File: config.mk
export PLATFORM = sky130hd
export DESIGN_NAME = lpwc_ctrl
export DESIGN_NICKNAME = d
export VERILOG_FILES = /design/src/core/lpwc_pkg.sv /design/src/core/lpwc_pin_sync.sv /design/src/core/lpwc_watchdog.sv /design/src/core/lpwc_ctrl.sv
export SDC_FILE = /design/constraint.sdc
export NUM_CORES = 1
export LEC_CHECK = 0
export ABC_AREA = 1
export BUFFER_PORTS_ARGS = -buffer_cell sky130_fd_sc_hd__buf_4
export CAP_MARGIN = 20
export CORE_ASPECT_RATIO = 0.7
export CORE_UTILIZATION = 54
export CTS_CLUSTER_SIZE = 30
export DETAILED_ROUTE_END_ITERATION = 16
export PLACE_DENSITY = 0.77
export REMOVE_ABC_BUFFERS = 1
export SLEW_MARGIN = 20
export SYNTH_ARGS = -nofsm -noshare
export SYNTH_HDL_FRONTEND = slang
export SYNTH_SLANG_ARGS = --single-unit
export TNS_END_PERCENT = 50
File: constraint.sdc
create_clock -name CLOCK -period 1.9 [get_ports CLOCK]
set_input_delay 0.38 -clock CLOCK [delete_from_list [all_inputs] [get_ports CLOCK]]
set_output_delay 0.38 -clock CLOCK [all_outputs]
set_load 0.005 [all_outputs]
File: src/core/lpwc_pkg.sv
// Shared constants and types of the low-power mode and wake controller.
package lpwc_pkg;
  localparam int CLK_HZ         = 25_000_000;
  localparam int WD_HZ          = 32768;
  localparam int WD_DIV_CYC     = CLK_HZ / WD_HZ;
  localparam int PLL_SETTLE_US  = 100;
  localparam int PLL_SETTLE_CYC = PLL_SETTLE_US * (CLK_HZ / 1_000_000);
  localparam int CPU_RST_CYC    = 16;
  localparam int WD_WIDTH       = 16;

  // Register byte offsets.
  localparam logic [7:0] OFS_CTRL     = 8'h00;
  localparam logic [7:0] OFS_WAKE_EN  = 8'h04;
  localparam logic [7:0] OFS_MODE_REQ = 8'h08;
  localparam logic [7:0] OFS_MAILBOX  = 8'h0c;
  localparam logic [7:0] OFS_WD_LOAD  = 8'h10;
  localparam logic [7:0] OFS_WD_KICK  = 8'h14;
  localparam logic [7:0] OFS_STATUS   = 8'h18;
  localparam logic [7:0] OFS_WD_COUNT = 8'h1c;

  // Control register fields and the status expiry bit.
  localparam int CTRL_WD_EN      = 0;
  localparam int CTRL_WD_EXT_CLK = 1;
  localparam int CTRL_WD_IRQ_EN  = 2;
  localparam int CTRL_WD_WAKE_EN = 3;
  localparam int CTRL_WD_RST_EN  = 4;
  localparam int CTRL_CTS_POL    = 5;
  localparam int CTRL_W          = 6;
  localparam int STAT_WD_EXP     = 8;

  // Reset values.
  localparam logic [5:0]  CTRL_RST    = 6'h00;
  localparam logic [6:0]  WAKE_EN_RST = 7'h7f;
  localparam logic [15:0] WD_LOAD_RST = 16'hffff;

  // Power level codes used by requests and the level readback.
  localparam logic [2:0] LVL_NORMAL   = 3'h0;
  localparam logic [2:0] LVL_SUSP_ON  = 3'h1;
  localparam logic [2:0] LVL_SUSP_OFF = 3'h2;
  localparam logic [2:0] LVL_STANDBY  = 3'h3;
  localparam logic [2:0] LVL_CORE_OFF = 3'h4;
  localparam logic [2:0] LVL_RESTART  = 3'h7;

  // Pin indices: the first seven are wake sources and wake cause bits.
  localparam int P_DP       = 0;
  localparam int P_DM       = 1;
  localparam int P_ID       = 2;
  localparam int P_VBUS     = 3;
  localparam int P_SS_RX    = 4;
  localparam int P_CTS      = 5;
  localparam int P_PCTRL0   = 6;
  localparam int P_WDCLK    = 7;
  localparam int P_LOCK     = 8;
  localparam int NUM_WAKE   = 7;
  localparam int NUM_PINS   = 9;

  typedef enum logic [2:0] {ST_NORMAL, ST_SUSP_ON, ST_SUSP_OFF, ST_STANDBY, ST_RESTART} lpwc_state_t;
endpackage

File: src/core/lpwc_pin_sync.sv
// Two-stage synchroniser bank with a change detector behind it.
`timescale 1ns/1ps
module lpwc_pin_sync #(
  parameter int N = 9
) (
  input  wire logic         clk,      // System clock.
  input  wire logic         rst_n,    // Asynchronous reset, active low.
  input  wire logic [N-1:0] pin_in,   // Asynchronous pin levels.
  output logic      [N-1:0] lvl,      // Synchronised levels.
  output logic      [N-1:0] chg       // One-cycle pulse on any change.
);
  logic [N-1:0] meta_ff;
  logic [N-1:0] sync_ff;
  logic [N-1:0] prev_ff;

  // The change detector looks only at the second and third stages.
  for (genvar i = 0; i < N; i++) begin : g_bit
    always_ff @(posedge clk or negedge rst_n) begin
      if (!rst_n) begin
        meta_ff[i] <= 1'b0;
        sync_ff[i] <= 1'b0;
        prev_ff[i] <= 1'b0;
      end else begin
        meta_ff[i] <= pin_in[i];
        sync_ff[i] <= meta_ff[i];
        prev_ff[i] <= sync_ff[i];
      end
    end
    assign chg[i] = sync_ff[i] ^ prev_ff[i];
  end

  assign lvl = sync_ff;
endmodule

File: src/core/lpwc_watchdog.sv
// Watchdog counter ticking at 32 kHz from an internal divider or an external clock pin.
`timescale 1ns/1ps
module lpwc_watchdog #(
  parameter int WIDTH = 16,
  parameter int DIV   = lpwc_pkg::WD_DIV_CYC
) (
  input  wire logic             clk,      // System clock.
  input  wire logic             rst_n,    // Asynchronous reset, active low.
  input  wire logic             enable,   // Watchdog runs while high.
  input  wire logic             ext_sel,  // Count on the external 32 kHz clock.
  input  wire logic             ext_lvl,  // Synchronised external clock level.
  input  wire logic [WIDTH-1:0] load_val, // Reload value.
  input  wire logic             kick,     // Reload pulse from firmware.
  output logic      [WIDTH-1:0] count,    // Current count.
  output logic                  expire    // One-cycle expiry pulse.
);
  localparam int DW = $clog2(DIV);
  logic [DW-1:0]    div_ff;
  logic             ext_d_ff;
  logic [WIDTH-1:0] cnt_ff;
  logic             exp_ff;
  logic             tick;

  // The external clock is sampled, so only its rising edges in this clock matter.
  assign tick = ext_sel ? (ext_lvl & ~ext_d_ff) : (div_ff == DW'(DIV - 1));

  always_ff @(posedge clk or negedge rst_n) begin
    if (!rst_n) begin
      div_ff   <= '0;
      ext_d_ff <= 1'b0;
    end else begin
      ext_d_ff <= ext_lvl;
      div_ff   <= (div_ff == DW'(DIV - 1)) ? '0 : div_ff + 1'b1;
    end
  end

  always_ff @(posedge clk or negedge rst_n) begin
    if (!rst_n) begin
      cnt_ff <= '1;
      exp_ff <= 1'b0;
    end else begin
      exp_ff <= 1'b0;
      if (!enable || kick) begin
        cnt_ff <= load_val;
      end else if (tick) begin
        if (cnt_ff == '0) begin
          cnt_ff <= load_val;
          exp_ff <= 1'b1;
        end else begin
          cnt_ff <= cnt_ff - 1'b1;
        end
      end
    end
  end

  assign count  = cnt_ff;
  assign expire = exp_ff;
endmodule

File: src/core/lpwc_ctrl.sv
// Power-level sequencer, wake logic, watchdog actions and register file.
//
// Local design decisions: strobed register access and the address map.
`timescale 1ns/1ps
module lpwc_ctrl (
  input  wire logic        CLOCK,                  // 25 MHz system clock.
  input  wire logic        RSTN,                   // Hard reset, asynchronous, active low.
  input  wire logic [7:0]  REG_ADDR,               // Register byte address.
  input  wire logic [31:0] REG_WDATA,              // Register write data.
  input  wire logic        REG_WR,                 // Write strobe.
  input  wire logic        REG_RD,                 // Read strobe.
  output logic      [31:0] REG_RDATA,              // Read data, valid the cycle after REG_RD.
  input  wire logic        MBX_WR,                 // Mailbox write strobe from the external processor.
  input  wire logic [7:0]  MBX_DATA,               // Mailbox data, low bits hold a level code.
  input  wire logic        USB_DP,                 // USB 2.0 D+ level.
  input  wire logic        USB_DM,                 // USB 2.0 D- level.
  input  wire logic        ID_PIN_SENSE,           // Identity pin impedance comparator.
  input  wire logic        VBUS_DET,               // Bus power detected.
  input  wire logic        SS_RECEIVE_PAIR_RESUME, // Resume seen on the SuperSpeed receive pair.
  input  wire logic        UART_CTS,               // Serial clear-to-send pin.
  input  wire logic        PARALLEL_CTRL_LINE0,    // Parallel interface control line zero.
  input  wire logic        WD_CLK_32K,             // Optional external 32 kHz clock.
  input  wire logic        PLL_LOCK,               // PLL lock indication.
  output logic             CPU_CLK_EN,             // Processor clock enable.
  output logic             PLL_EN,                 // PLL enable.
  output logic             SS_PHY_EN,              // SuperSpeed PHY enable.
  output logic             SS_PHY_U3,              // Hold the PHY in U3.
  output logic             IO_HOLD,                // Freeze all I/O pins.
  output logic             USB_STATE_HOLD,         // Freeze the USB interface state.
  output logic             RETAIN,                 // Keep RAM and buffers in retention.
  output logic             CPU_IRQ,                // Watchdog interrupt to the core.
  output logic             CPU_RESET_N,            // Core reset, active low.
  output logic      [2:0]  POWER_LEVEL             // Current power level code.
);
  localparam int SW = $clog2(lpwc_pkg::PLL_SETTLE_CYC + 1);
  localparam int RW = $clog2(lpwc_pkg::CPU_RST_CYC + 1);

  lpwc_pkg::lpwc_state_t state_ff, nxt_state;
  logic [lpwc_pkg::CTRL_W-1:0]   ctrl_ff;
  logic [lpwc_pkg::NUM_WAKE-1:0] wake_en_ff;
  logic [lpwc_pkg::NUM_WAKE-1:0] cause_ff;
  logic [15:0]                   wd_load_ff;
  logic [7:0]                    mbx_ff;
  logic                          wd_exp_ff;
  logic                          pc_rst_pend_ff;
  logic [SW-1:0]                 settle_ff;
  logic [RW-1:0]                 rst_cnt_ff;
  logic [6:0]                    out_ff;
  logic                          irq_ff;
  logic [31:0]                   rdata_ff;

  logic [lpwc_pkg::NUM_PINS-1:0] pin_lvl;
  logic [lpwc_pkg::NUM_PINS-1:0] pin_chg;
  logic [lpwc_pkg::NUM_WAKE-1:0] wake_hit;
  logic [lpwc_pkg::NUM_WAKE-1:0] wake_act;
  logic [15:0]                   wd_count;
  logic                          wd_expire;
  logic                          wd_wake;
  logic                          wake_go;
  logic                          normal;
  logic                          wr_ok;
  logic                          fw_req;
  logic [2:0]                    req_lvl;
  logic                          req_valid;

  // Wake sources a level listens to; standby keeps only the low-power detectors.
  function automatic logic [lpwc_pkg::NUM_WAKE-1:0] allowed(input lpwc_pkg::lpwc_state_t s);
    unique case (s)
      lpwc_pkg::ST_SUSP_ON:  allowed = '1;
      lpwc_pkg::ST_SUSP_OFF: allowed = ~(7'h01 << lpwc_pkg::P_SS_RX);
      lpwc_pkg::ST_STANDBY:  allowed = (7'h01 << lpwc_pkg::P_VBUS) | (7'h01 << lpwc_pkg::P_CTS)
                                       | (7'h01 << lpwc_pkg::P_PCTRL0);
      default:               allowed = '0;
    endcase
  endfunction

  // Output set per state: {cpu clk, pll, phy, u3, io hold, usb hold, retain}.
  function automatic logic [6:0] outs(input lpwc_pkg::lpwc_state_t s);
    unique case (s)
      lpwc_pkg::ST_NORMAL:   outs = 7'h70;
      lpwc_pkg::ST_SUSP_ON:  outs = 7'h1d;
      lpwc_pkg::ST_SUSP_OFF: outs = 7'h07;
      lpwc_pkg::ST_STANDBY:  outs = 7'h04;
      default:               outs = 7'h2f;
    endcase
  endfunction

  lpwc_pin_sync #(
    .N (lpwc_pkg::NUM_PINS)
  ) u_sync (
    .clk    (CLOCK),
    .rst_n  (RSTN),
    .pin_in ({PLL_LOCK, WD_CLK_32K, PARALLEL_CTRL_LINE0, UART_CTS, SS_RECEIVE_PAIR_RESUME,
              VBUS_DET, ID_PIN_SENSE, USB_DM, USB_DP}),
    .lvl    (pin_lvl),
    .chg    (pin_chg)
  );

  lpwc_watchdog #(
    .WIDTH (lpwc_pkg::WD_WIDTH)
  ) u_wd (
    .clk      (CLOCK),
    .rst_n    (RSTN),
    .enable   (ctrl_ff[lpwc_pkg::CTRL_WD_EN]),
    .ext_sel  (ctrl_ff[lpwc_pkg::CTRL_WD_EXT_CLK]),
    .ext_lvl  (pin_lvl[lpwc_pkg::P_WDCLK]),
    .load_val (wd_load_ff),
    .kick     (wr_ok && REG_ADDR == lpwc_pkg::OFS_WD_KICK),
    .count    (wd_count),
    .expire   (wd_expire)
  );

  assign normal = (state_ff == lpwc_pkg::ST_NORMAL);
  // Register writes only land while the core runs, so suspend leaves control, wake enable and reload untouched.
  assign wr_ok  = REG_WR && normal;

  assign wake_hit[lpwc_pkg::P_DP]     = pin_chg[lpwc_pkg::P_DP];
  assign wake_hit[lpwc_pkg::P_DM]     = pin_chg[lpwc_pkg::P_DM];
  assign wake_hit[lpwc_pkg::P_ID]     = pin_chg[lpwc_pkg::P_ID];
  assign wake_hit[lpwc_pkg::P_VBUS]   = pin_lvl[lpwc_pkg::P_VBUS];
  assign wake_hit[lpwc_pkg::P_SS_RX]  = pin_lvl[lpwc_pkg::P_SS_RX];
  assign wake_hit[lpwc_pkg::P_CTS]    = pin_lvl[lpwc_pkg::P_CTS] == ctrl_ff[lpwc_pkg::CTRL_CTS_POL];
  assign wake_hit[lpwc_pkg::P_PCTRL0] = pin_lvl[lpwc_pkg::P_PCTRL0];

  assign wake_act = wake_hit & wake_en_ff & allowed(state_ff);
  assign wd_wake  = (state_ff == lpwc_pkg::ST_STANDBY) && wd_expire
                    && ctrl_ff[lpwc_pkg::CTRL_WD_WAKE_EN];
  assign wake_go  = (|wake_act) || wd_wake;

  // Firmware requests win over a mailbox request in the same cycle.
  assign fw_req    = wr_ok && REG_ADDR == lpwc_pkg::OFS_MODE_REQ;
  assign req_lvl   = fw_req ? REG_WDATA[2:0] : MBX_DATA[2:0];
  // Core power-down is reached by removing supply, so that code is ignored here.
  assign req_valid = normal && (fw_req || MBX_WR) && req_lvl != lpwc_pkg::LVL_NORMAL
                     && req_lvl != lpwc_pkg::LVL_CORE_OFF && req_lvl <= lpwc_pkg::LVL_STANDBY;

  always_comb begin
    nxt_state = state_ff;
    unique case (state_ff)
      lpwc_pkg::ST_NORMAL: begin
        if (req_valid) begin
          unique case (req_lvl)
            lpwc_pkg::LVL_SUSP_ON:  nxt_state = lpwc_pkg::ST_SUSP_ON;
            lpwc_pkg::LVL_SUSP_OFF: nxt_state = lpwc_pkg::ST_SUSP_OFF;
            default:                nxt_state = lpwc_pkg::ST_STANDBY;
          endcase
        end
      end
      lpwc_pkg::ST_SUSP_ON, lpwc_pkg::ST_SUSP_OFF, lpwc_pkg::ST_STANDBY: begin
        if (wake_go) begin
          nxt_state = lpwc_pkg::ST_RESTART;
        end
      end
      lpwc_pkg::ST_RESTART: begin
        if (settle_ff == '0) begin
          nxt_state = lpwc_pkg::ST_NORMAL;
        end
      end
      default: nxt_state = lpwc_pkg::ST_NORMAL;
    endcase
  end

  always_ff @(posedge CLOCK or negedge RSTN) begin
    if (!RSTN) begin
      state_ff <= lpwc_pkg::ST_NORMAL;
      out_ff   <= 7'h70;
    end else begin
      state_ff <= nxt_state;
      out_ff   <= outs(nxt_state);
    end
  end

  // Lock must be seen for the whole settle time; a drop restarts the wait.
  always_ff @(posedge CLOCK or negedge RSTN) begin
    if (!RSTN) begin
      settle_ff <= SW'(lpwc_pkg::PLL_SETTLE_CYC);
    end else if (state_ff != lpwc_pkg::ST_RESTART || !pin_lvl[lpwc_pkg::P_LOCK]) begin
      settle_ff <= SW'(lpwc_pkg::PLL_SETTLE_CYC);
    end else if (settle_ff != '0) begin
      settle_ff <= settle_ff - 1'b1;
    end
  end

  // Only a standby exit restarts the program; suspend resumes in place.
  always_ff @(posedge CLOCK or negedge RSTN) begin
    if (!RSTN) begin
      pc_rst_pend_ff <= 1'b0;
    end else if (state_ff == lpwc_pkg::ST_STANDBY && wake_go) begin
      pc_rst_pend_ff <= 1'b1;
    end else if (normal) begin
      pc_rst_pend_ff <= 1'b0;
    end
  end

  always_ff @(posedge CLOCK or negedge RSTN) begin
    if (!RSTN) begin
      rst_cnt_ff <= '0;
    end else if ((normal && wd_expire && ctrl_ff[lpwc_pkg::CTRL_WD_RST_EN])
                 || (state_ff == lpwc_pkg::ST_RESTART && settle_ff == '0 && pc_rst_pend_ff)) begin
      rst_cnt_ff <= RW'(lpwc_pkg::CPU_RST_CYC);
    end else if (rst_cnt_ff != '0) begin
      rst_cnt_ff <= rst_cnt_ff - 1'b1;
    end
  end

  // Wake causes and expiry are sticky; a new event beats a clear in the same cycle.
  always_ff @(posedge CLOCK or negedge RSTN) begin
    if (!RSTN) begin
      cause_ff  <= '0;
      wd_exp_ff <= 1'b0;
    end else begin
      if (wr_ok && REG_ADDR == lpwc_pkg::OFS_STATUS) begin
        cause_ff  <= (cause_ff & ~REG_WDATA[lpwc_pkg::NUM_WAKE-1:0]) | wake_act;
        wd_exp_ff <= (wd_exp_ff & ~REG_WDATA[lpwc_pkg::STAT_WD_EXP]) | wd_expire;
      end else begin
        cause_ff  <= cause_ff | wake_act;
        wd_exp_ff <= wd_exp_ff | wd_expire;
      end
    end
  end

  always_ff @(posedge CLOCK or negedge RSTN) begin
    if (!RSTN) begin
      irq_ff <= 1'b0;
    end else begin
      irq_ff <= wd_exp_ff && ctrl_ff[lpwc_pkg::CTRL_WD_IRQ_EN] && ctrl_ff[lpwc_pkg::CTRL_WD_EN];
    end
  end

  always_ff @(posedge CLOCK or negedge RSTN) begin
    if (!RSTN) begin
      ctrl_ff    <= lpwc_pkg::CTRL_RST;
      wake_en_ff <= lpwc_pkg::WAKE_EN_RST;
      wd_load_ff <= lpwc_pkg::WD_LOAD_RST;
    end else if (wr_ok) begin
      unique case (REG_ADDR)
        lpwc_pkg::OFS_CTRL:    ctrl_ff    <= REG_WDATA[lpwc_pkg::CTRL_W-1:0];
        lpwc_pkg::OFS_WAKE_EN: wake_en_ff <= REG_WDATA[lpwc_pkg::NUM_WAKE-1:0];
        lpwc_pkg::OFS_WD_LOAD: wd_load_ff <= REG_WDATA[15:0];
        default: ;
      endcase
    end
  end

  always_ff @(posedge CLOCK or negedge RSTN) begin
    if (!RSTN) begin
      mbx_ff <= '0;
    end else if (MBX_WR) begin
      mbx_ff <= MBX_DATA;
    end
  end

  always_ff @(posedge CLOCK or negedge RSTN) begin
    if (!RSTN) begin
      rdata_ff <= '0;
    end else if (REG_RD) begin
      unique case (REG_ADDR)
        lpwc_pkg::OFS_CTRL:     rdata_ff <= {26'h0, ctrl_ff};
        lpwc_pkg::OFS_WAKE_EN:  rdata_ff <= {25'h0, wake_en_ff};
        lpwc_pkg::OFS_MODE_REQ: rdata_ff <= {29'h0, POWER_LEVEL};
        lpwc_pkg::OFS_MAILBOX:  rdata_ff <= {24'h0, mbx_ff};
        lpwc_pkg::OFS_WD_LOAD:  rdata_ff <= {16'h0, wd_load_ff};
        lpwc_pkg::OFS_STATUS:   rdata_ff <= {23'h0, wd_exp_ff, 1'b0, cause_ff};
        lpwc_pkg::OFS_WD_COUNT: rdata_ff <= {16'h0, wd_count};
        default:                rdata_ff <= '0;
      endcase
    end else begin
      rdata_ff <= '0;
    end
  end

  assign REG_RDATA      = rdata_ff;
  assign {CPU_CLK_EN, PLL_EN, SS_PHY_EN, SS_PHY_U3, IO_HOLD, USB_STATE_HOLD, RETAIN} = out_ff;
  assign CPU_IRQ        = irq_ff;
  assign CPU_RESET_N    = (rst_cnt_ff == '0);
  assign POWER_LEVEL    = (state_ff == lpwc_pkg::ST_SUSP_ON)  ? lpwc_pkg::LVL_SUSP_ON  :
                          (state_ff == lpwc_pkg::ST_SUSP_OFF) ? lpwc_pkg::LVL_SUSP_OFF :
                          (state_ff == lpwc_pkg::ST_STANDBY)  ? lpwc_pkg::LVL_STANDBY  :
                          (state_ff == lpwc_pkg::ST_RESTART)  ? lpwc_pkg::LVL_RESTART  : lpwc_pkg::LVL_NORMAL;
endmodule

==> results of run 1 <==
==> cell type report <==
class | instances | share of cell area (%)
Clock buffer | 18 | 5.18
Multi-Input combinational cell | 498 | 32.4
Inverter | 105 | 4.84
Sequential cell | 139 | 42.7
Clock inverter | 14 | 1.77
Tap cell | 157 | 2.37
Timing Repair Buffer | 109 | 10.7
==> synth_stat cells, types with 3 or more instances <==
cell type	instances	share of area [%]
a31oi_1	3	0.28
inv_1	97	5.5
buf_4	17	1.9
mux2_2	3	0.51
clkbuf_1	4	0.23
nand2_4	3	0.51
nor2_2	5	0.47
inv_2	6	0.34
a21oi_1	44	3.3
or2_2	3	0.28
nand2_2	7	0.66
a211oi_1	4	0.45
nand2_1	167	9.4
o21ai_0	64	4.8
o22ai_1	6	0.56
nand3_1	24	1.8
nor2_1	48	2.7
dfrtp_1	92	35
ha_1	7	1.3
xor2_1	12	1.6
xnor2_1	4	0.53
nor2_4	3	0.51
dfstp_2	47	19
nor3_1	13	0.98
nand4_1	5	0.47
buf_6	4	0.68
a41oi_1	3	0.40
nor4_1	3	0.28
o211ai_1	6	0.68
buf_2	3	0.23
o21ai_1	23	1.7
==> critical path: stages (launching register included) <==
cell     delay (ns)
dfstp_2        0.36
inv_1          0.16
ha_1           0.23
nand3_1        0.24
nor2_4         0.20
nand3_1        0.11
xor2_1         0.16
a21oi_1        0.19
o21ai_1        0.13
o21ai_0        0.11
==> logic make-up after synthesis <==
| group | synth area share (%) |
|---|---|
| other | 0.0564 |
| muxes | 0.508 |
| AOI/OAI and AO/OA | 13.8 |
| and+or+nand+nor | 20.0 |
| adders and majority gates | 1.32 |
| DFF | 53.2 |
| xor gates and xnor gates | 2.11 |
| buffers and inverters | 9.02 |
==> worst min path at each step <==
| stage | from | end | slack, ns |
|---|---|---|---|
| detailed placement | RSTN | REG_RDATA[12] | 0.29 |
| global route | SS_RECEIVE_PAIR_RESUME | u_sync.meta_ff[4] | 0.04 |
| CTS | PARALLEL_CTRL_LINE0 | u_sync.meta_ff[6] | 0.05 |
| finish | PARALLEL_CTRL_LINE0 | u_sync.meta_ff[6] | 0.06 |
| global placement | RSTN | REG_RDATA[15] | 0.29 |
| floorplan | RSTN | CPU_IRQ | 0.08 |
==> metrics by stage <==
stage	util (%)	setup WS, ns	power [mW]	instances
3_3_place_gp	63.0	0.0502	3.55	993
6_report	70.0	-0.0501	6.79	1040
3_5_place_dp	63.0	-0.0227	3.57	993
2_1_floorplan	-	-0.0433	3.30	741
5_1_grt	70.0	-0.139	7.01	1040
4_1_cts	68.2	-0.0568	6.80	1029
==> flip-flops by register name, indices dropped and copies added, names as in the netlist, 3 cells and up <==
name	flops
REG_RDATA	16
u_wd.count	16
wd_load_ff	16
settle_ff	12
u_wd.div_ff	10
u_sync.lvl	9
u_sync.meta_ff	9
mbx_ff	8
cause_ff	7
out_ff	7
wake_en_ff	7
ctrl_ff	6
rst_cnt_ff	5
state_ff	3
u_sync.prev_ff	3
==> layer usage <==
metal	vias to the layer above	part of all wire (%)	global-route usage, %
li1	2654	-	-
met1	2753	43	36.7
met2	263	47	42.8
met3	36	8.0	7.57
met4	0	1.7	7.49
met5	-	0	0
==> power groups by stage <==
stage / clock network [mW] / logic [mW] / registers [mW]
after floorplan: 0 / 0.169 / 3.13
after global placement: 0 / 0.417 / 3.13
after detailed placement: 0 / 0.430 / 3.14
after CTS: 3.28 / 0.436 / 3.09
after global routing: 3.41 / 0.506 / 3.09
final: 3.24 / 0.455 / 3.09
==> timing repair <==
| item | CTS | global route |
|---|---|---|
| buffers inserted | 3 | 10 |
| gates cloned | 0 | 1 |
| hold buffers | 1 | 0 |
| pin swaps | 2 | 9 |
| hold endpoints to repair | 12 | 0 |
| gates resized for setup | 5 | 36 |
| endpoints found under the setup margin | 5 | 35 |
==> qor.csv, run 1 <==
metric,value,unit
final instance area,8290,um2
"Max FO, Critical Path",5,
port bufs,73,
initial drt markers,573,
DPL Wire Length,11.1,mm
layout cells sized above 1,28.9,%
detail-routed net length per standard cell,15.9,um
die width,135,um
failing checks,negative setup slack,
Clk network pwr share,47.8,%
final worst slack,-0.0501,ns
Area after DPL,7460,um2
worst reg2reg path startpoint,u_wd.count[1],
CTS sink count,139,
leakage,3.96,nW
Final Max Slew Viols,0,
initial antenna violation count,0,
combinational share of power,6.7,%
Post-synth EDFFs,0,
Yosys warnings,0,
register-to-register setup slack,-0.05,ns
root buffer cell,clkbuf_16,
internal power,5.17,mW
mapped cell area,6650,um2
worst vdd ir,0.665,mV
CP endpoint,u_wd.count[8],
total track usage,27.1,%
register area,3540,um2
type of destination of the critical path,flip-flop,
Num CTS Buffers,17,
Sw Ratio,23.9,%
final setup fails,1,
Final ANT Viol Nets,0,
Psw,1.62,mW
"most common cell after layout, fill and taps aside",nand2_1,
asr flop ratio synth,100,%
CP startpoint,u_wd.count[1],
Flop pwr share,45.5,%
final hold slack,0.0645,ns
number of global-route vias before repair,5327,
antenna cells,0,
"commonest non-fill, non-tap cells in the layout","nand2_1, buf_4, inv_1",
Fmax achieved,513,MHz
Worst Skew,0.00785,ns
crit path DAT,2.29,ns
R2R cell count,9,
Starting Density,56.1,%
Multi-input gate area,2690,um2
final WL,16.5,mm
Final Critical Period,1.95,ns
Worst Setup Path Type,reg -> reg,
Post-route DRC,0,
"Req. time, crit path",2.24,ns
# nets final,939,
vias,5706,
period utilisation layout,103,%
Netlist cell types,48,
"Seq/Total Area, Yosys",53.2,%
largest net degree at the start of global routing,60,
Max clock buf depth,2,
RSZ-0062 raised after global routing,true,
final setup TNS,-0.0501,ns
r2r endpoint,u_wd.count[8],
Core Footprint,11900,um2
# rows,33,
pwr dens,819,nW/um2
H-tree depth,4,
maxcap violations,0,
Worst-path clk slew,0.06,ns
final hold vios,0,
first-pass GRT wire length,26.2,mm
vias per cell,5.49,
First-pass DRT Iterations,5,
IO Count,106,
Filler cells,872,
commonest register cell after synthesis,dfrtp_1,
WHS Path Cells,1,
TritonCTS clock tree,yes,
area grow syn2layout,24.8,%
crit path launch type,flip-flop,
clock latency on the worst-skew pair,0.42,ns
worst hold path type,in -> reg,
"FF+latch count, synth",139,
Die Area,12800,um2
Mapped Avg Cell Area,8.81,um2
total gr overflow,0,
run status,finished with violations,
Cells after Synth,754,
routability cong.,0.884,
Die Y,94.8,um
Power figures use the tool's default switching activity.
==> inputs of run 2 (changes only) <==
--- a/config.mk
+++ b/config.mk
@@ -5,14 +5,13 @@
 export SDC_FILE = /design/constraint.sdc
 export NUM_CORES = 1
 export LEC_CHECK = 0
-export ABC_AREA = 1
 export BUFFER_PORTS_ARGS = -buffer_cell sky130_fd_sc_hd__buf_4
 export CAP_MARGIN = 20
 export CORE_ASPECT_RATIO = 0.7
 export CORE_UTILIZATION = 54
 export CTS_CLUSTER_SIZE = 30
 export DETAILED_ROUTE_END_ITERATION = 16
-export PLACE_DENSITY = 0.77
+export PLACE_DENSITY = 0.82
 export REMOVE_ABC_BUFFERS = 1
 export SLEW_MARGIN = 20
 export SYNTH_ARGS = -nofsm -noshare
==> qor.csv, run 2 <==
metric,value,unit
first-pass GRT wire length,30.8,mm
worst hold path type,in -> reg,
clock latency on the worst-skew pair,0.43,ns
layout cells sized above 1,47.2,%
placed insts,907,
total track usage,33.3,%
detail-routed net length per standard cell,22.5,um
Area after DPL,7840,um2
worst reg2reg path startpoint,u_wd.count[8],
First-pass DRT Iterations,6,
Max clock buf depth,2,
initial antenna violation count,0,
mapped cell area,6480,um2
final instance area,9230,um2
IO Count,106,
commonest register cell after synthesis,dfrtp_1,
Post-route DRC,0,
TritonCTS clock tree,yes,
leakage,4.19,nW
type of destination of the critical path,flip-flop,
actual slew at the worst max-slew pin,0.524,ns
worst-path cell chain,"or4_4, buf_4, or3_4, o21ai_4, buf_4, buf_8, buf_4, nor4b_4, a221o_1",
final hold slack,0.0527,ns
CTS sink count,139,
port bufs,73,
"Req. time, crit path",2.26,ns
Die Area,12400,um2
maxcap violations,0,
Worst Setup Path Type,reg -> reg,
antenna cells,0,
Yosys warnings,0,
Worst-path clk slew,0.06,ns
failing checks,negative setup slack,
initial drt markers,827,
Crit-path slowest cell,or4_4,
Final Critical Period,2.40,ns
largest net degree at the start of global routing,52,
area grow syn2layout,42.4,%
CP startpoint,u_wd.count[8],
"most common cell after layout, fill and taps aside",buf_4,
Fmax achieved,416,MHz
period utilisation layout,126,%
HP Start,UART_CTS,
top-area cell type share of the netlist area,35.5,%
Post-synth EDFFs,0,
H-tree depth,4,
crit path DAT,2.76,ns
max incr delay on CP,0.55,ns
final std cells w/o fill,967,
top-count cell post-synth,dfrtp_1,
vias,6155,
CP Buf/Inv Count,4,
Die Y,93.6,um
root buffer cell,clkbuf_16,
synth cell count leaders,"dfrtp_1, nand2_1, nor2_1",
RSZ-0062 raised after global routing,true,
# nets final,866,
# rows,33,
Final Max Slew Viols,0,
Core Footprint,11700,um2
total power,9.72,mW
Starting Density,55.4,%
CP most frequent cell,buf_4,
final setup fails,42,
"FF+latch count, synth",139,
Worst Skew,0.00685,ns
crit path launch type,flip-flop,
"top cells by area, synth","dfrtp_1, dfstp_2, mux2_2",
final hold vios,0,
number of global-route vias before repair,5813,
DPL Wire Length,12.4,mm
Netlist cell types,58,
asr flop ratio synth,100,%
vias per cell,6.37,
pwr dens,1050,nW/um2
"Max FO, Critical Path",8,
die width,133,um
"commonest non-fill, non-tap cells in the layout","buf_4, dfrtp_1, nand2_1",
Worst slew margin,65.1,%
dominant cell type by area after synthesis,dfrtp_1,
"Seq/Total Area, Yosys",54.6,%
total gr overflow,0,
Final ANT Viol Nets,0,
run status,finished with violations,
Mapped Avg Cell Area,10.8,um2
Num CTS Buffers,17,
final worst slack,-0.503,ns
Top delay family on crit path,simple AND/OR/NAND/NOR gates,
final WL,21.8,mm
routability cong.,0.893,
Cells after Synth,602,
worst vdd ir,0.978,mV
-- run 2: cell types whose count changed in the layout (fill, tap and decap cells not counted), moves of 12 or more --
cell     change
o21ai_0     -48
mux2_2      +27
buf_6       +14
nand3_1     -12
nor3_1      +12
nand2_1    -110
inv_1       -85
buf_4       +72
-- run 2: repair_timing --
item	in CTS	in global routing
setup buffers	16	11
hold endpoints to repair	34	0
endpoints found under the setup margin	38	63
hold buffers	1	0
resized for setup	58	57
pin swaps	17	14
cloned	1	1
-- run 2: worst paths after layout --
check	end	slack [ns]	depth (start not counted)
max reg2reg	u_wd.count[15]	-0.50	9
min reg2reg	u_sync.lvl[7]	0.35	0
max	u_wd.count[15]	-0.50	9
max in group asynchronous	wake_en_ff[2]	0.76	3
min	u_sync.meta_ff[5]	0.05	1
min in group asynchronous	settle_ff[10]	0.47	2
-- run 2: cell type report --
class,instances,area [um2]
multi-input cells,428,3130
repair buffers,199,1670
fillers,631,2460
inverters,12,47.5
well taps,157,196
clock buffers,22,474
clock inverters,10,165
flip-flops and latches,139,3540
-- run 2: per-stage QoR --
| step | setup WS (ns) | utilization, % | TNS [ns] |
|---|---|---|---|
| 3_5_place_dp | -0.410 | 67.1 | -12.88 |
| 6_report | -0.503 | 79.0 | -9.71 |
| 2_1_floorplan | -1.33 | - | -34.82 |
| 4_1_cts | -0.381 | 76.1 | -5.97 |
| 5_1_grt | -0.533 | 79.0 | -10.78 |
| 3_3_place_gp | -0.372 | 67.1 | -10.79 |
-- run 2: logic make-up (layout without fill, tap and decap cells) --
kind of cell / after synthesis / in the layout / synth area share [%]
AOI/OAI and AO/OA: 122 / 122 / 12.2
xor gates and xnor gates: 19 / 19 / 2.57
adders and majority gates: 7 / 7 / 1.35
buffers and inverters: 50 / 243 / 4.15
DFF: 139 / 139 / 54.6
muxes: 46 / 46 / 7.82
other: 1 / 16 / 0.0579
and+or+nand+nor: 218 / 218 / 17.3
-- run 2: metal layers --
layer	GRT usage, %	part of all wire (%)	up-vias
met5	0	0	-
li1	-	-	2523
met3	9.70	11	142
met4	14.5	4.9	0
met1	42.8	38	3001
met2	52.8	46	489
-- run 2: where the power goes --
part           switching, mW  internal, mW  total, mW  leakage [nW]
Combinational           1.27          1.27       2.54          2.23
Clock                   1.28          2.30       3.58         0.303
Sequential             0.298          3.30       3.60          1.66
-- run 2: worst reg2reg max path: cells and delay by family, from the launching register on --
family | cells | cell delay, ns
buf+inv | 4 | 0.56
simple gates | 3 | 0.94
compound gates | 2 | 0.45
flops | 1 | 0.37
==> inputs of run 3 (changes only) <==
--- a/config.mk
+++ b/config.mk
@@ -11,9 +11,9 @@
 export CORE_UTILIZATION = 54
 export CTS_CLUSTER_SIZE = 30
 export DETAILED_ROUTE_END_ITERATION = 16
-export PLACE_DENSITY = 0.82
+export PLACE_DENSITY = 0.75
 export REMOVE_ABC_BUFFERS = 1
-export SLEW_MARGIN = 20
+export SLEW_MARGIN = 25
 export SYNTH_ARGS = -nofsm -noshare
 export SYNTH_HDL_FRONTEND = slang
 export SYNTH_SLANG_ARGS = --single-unit
==> qor.csv, run 3 (synthesis results as in run 2) <==
metric,value,unit
Worst Skew,0.00936,ns
Worst Setup Path Type,reg -> reg,
Die Area,12400,um2
crit path DAT,2.72,ns
total gr overflow,0,
vias,5662,
Final ANT Viol Nets,0,
worst vdd ir,0.776,mV
first-pass GRT wire length,28.1,mm
"Max FO, Critical Path",9,
root buffer cell,clkbuf_16,
Final Critical Period,2.38,ns
pwr dens,1040,nW/um2
area grow syn2layout,40.4,%
Post-route DRC,0,
crit path launch type,flip-flop,
routability cong.,0.922,
H-tree depth,4,
Die Y,93.6,um
Core Footprint,11700,um2
die width,133,um
maxcap violations,0,
final setup fails,30,
TritonCTS clock tree,yes,
R2R cell count,9,
layout cells sized above 1,45.9,%
vias per cell,5.85,
Starting Density,55.4,%
"Req. time, crit path",2.24,ns
Fmax achieved,420,MHz
initial drt markers,648,
period utilisation layout,125,%
WHS Path Cells,1,
port bufs,73,
placed insts,918,
First-pass DRT Iterations,7,
Final Max Slew Viols,0,
worst hold path type,in -> reg,
clock latency on the worst-skew pair,0.42,ns
Filler cells,695,
"most common cell after layout, fill and taps aside",buf_4,
type of destination of the critical path,flip-flop,
total track usage,29.9,%
number of global-route vias before repair,5500,
"commonest non-fill, non-tap cells in the layout","buf_4, dfrtp_1, nor2_1",
IO Count,106,
# nets final,867,
final WL,18.6,mm
Area after DPL,7970,um2
post-layout util,77.8,%
antenna cells,0,
Worst-path clk slew,0.06,ns
total power,9.43,mW
final hold vios,0,
detail-routed net length per standard cell,19.2,um
Max clock buf depth,2,
run status,finished with violations,
failing checks,negative setup slack,
# rows,33,
largest net degree at the start of global routing,45,
final instance area,9100,um2
DPL Wire Length,12.1,mm
CTS sink count,139,
final std cells w/o fill,968,
final worst slack,-0.481,ns
initial antenna violation count,0,
leakage,4.16,nW
RSZ-0062 raised after global routing,true,
Num CTS Buffers,17,
## run 3: cell type report
cell class              count  area, um2  share of cell area [%]
flip-flops and latches    139       3540                    38.9
repair buffers            200       1670                    18.3
multi-input cells         428       3040                    33.4
inverters                  12       45.0                   0.495
clock buffers              17        425                    4.68
well taps                 157        196                    2.16
clock inverters            15        188                    2.06
## run 3: worst max-delay path, cell delays in order (launching register included)
cell and delay (ns):
dfstp_2 0.37, or4_4 0.56, buf_4 0.16, or3_4 0.34, o21ai_4 0.27, buf_12 0.17, buf_4 0.12, nor3_1 0.06
a21oi_1 0.17, o21ai_1 0.09
## run 3: path summary, 6_finish.rpt
check / start / endpoint / slack, ns
setup / recovery: u_wd.count[7] / u_wd.count[6] / -0.48
hold / removal: ID_PIN_SENSE / u_sync.meta_ff[2] / 0.06
setup reg to reg: u_wd.count[7] / u_wd.count[6] / -0.48
hold reg to reg: u_sync.meta_ff[6] / u_sync.lvl[6] / 0.35
max in group asynchronous: RSTN / u_wd.count[1] / 0.79
min in group asynchronous: RSTN / state_ff[0] / 0.46
## run 3: metrics by stage
step	setup slack (ns)	hold slack, ns	setup TNS, ns
after global placement	-0.382	0.329	-12.25
after floorplan	-1.33	0.0844	-34.82
final	-0.481	0.0612	-7.74
after CTS	-0.435	0.0540	-6.48
after global routing	-0.564	0.0456	-9.77
after detailed placement	-0.439	0.336	-13.42
## run 3: routing by layer
| metal | GRT usage (%) | part of all wire [%] | routed length, um | vias up |
|---|---|---|---|---|
| met2 | 46.5 | 47 | 8770 | 311 |
| met1 | 41.4 | 43 | 7940 | 2785 |
| met4 | 10.2 | 1.7 | 317 | 0 |
| met5 | 0 | 0 | 0 | - |
| met3 | 6.88 | 8.3 | 1530 | 37 |
| li1 | - | - | - | 2529 |
## run 3: what timing repair did
item                                    CTS  global route
setup buffers                             9             8
cloned                                    0             1
hold buffers                              1             0
endpoints found under the hold margin    31             0
endpoints found under the setup margin   32            53
gates resized for setup                  36            49
pin swaps                                 5            13
## run 3: where the power goes
part	internal [mW]	switching (mW)
combinational	1.29	1.19
sequential	3.30	0.224
clock	2.09	1.34
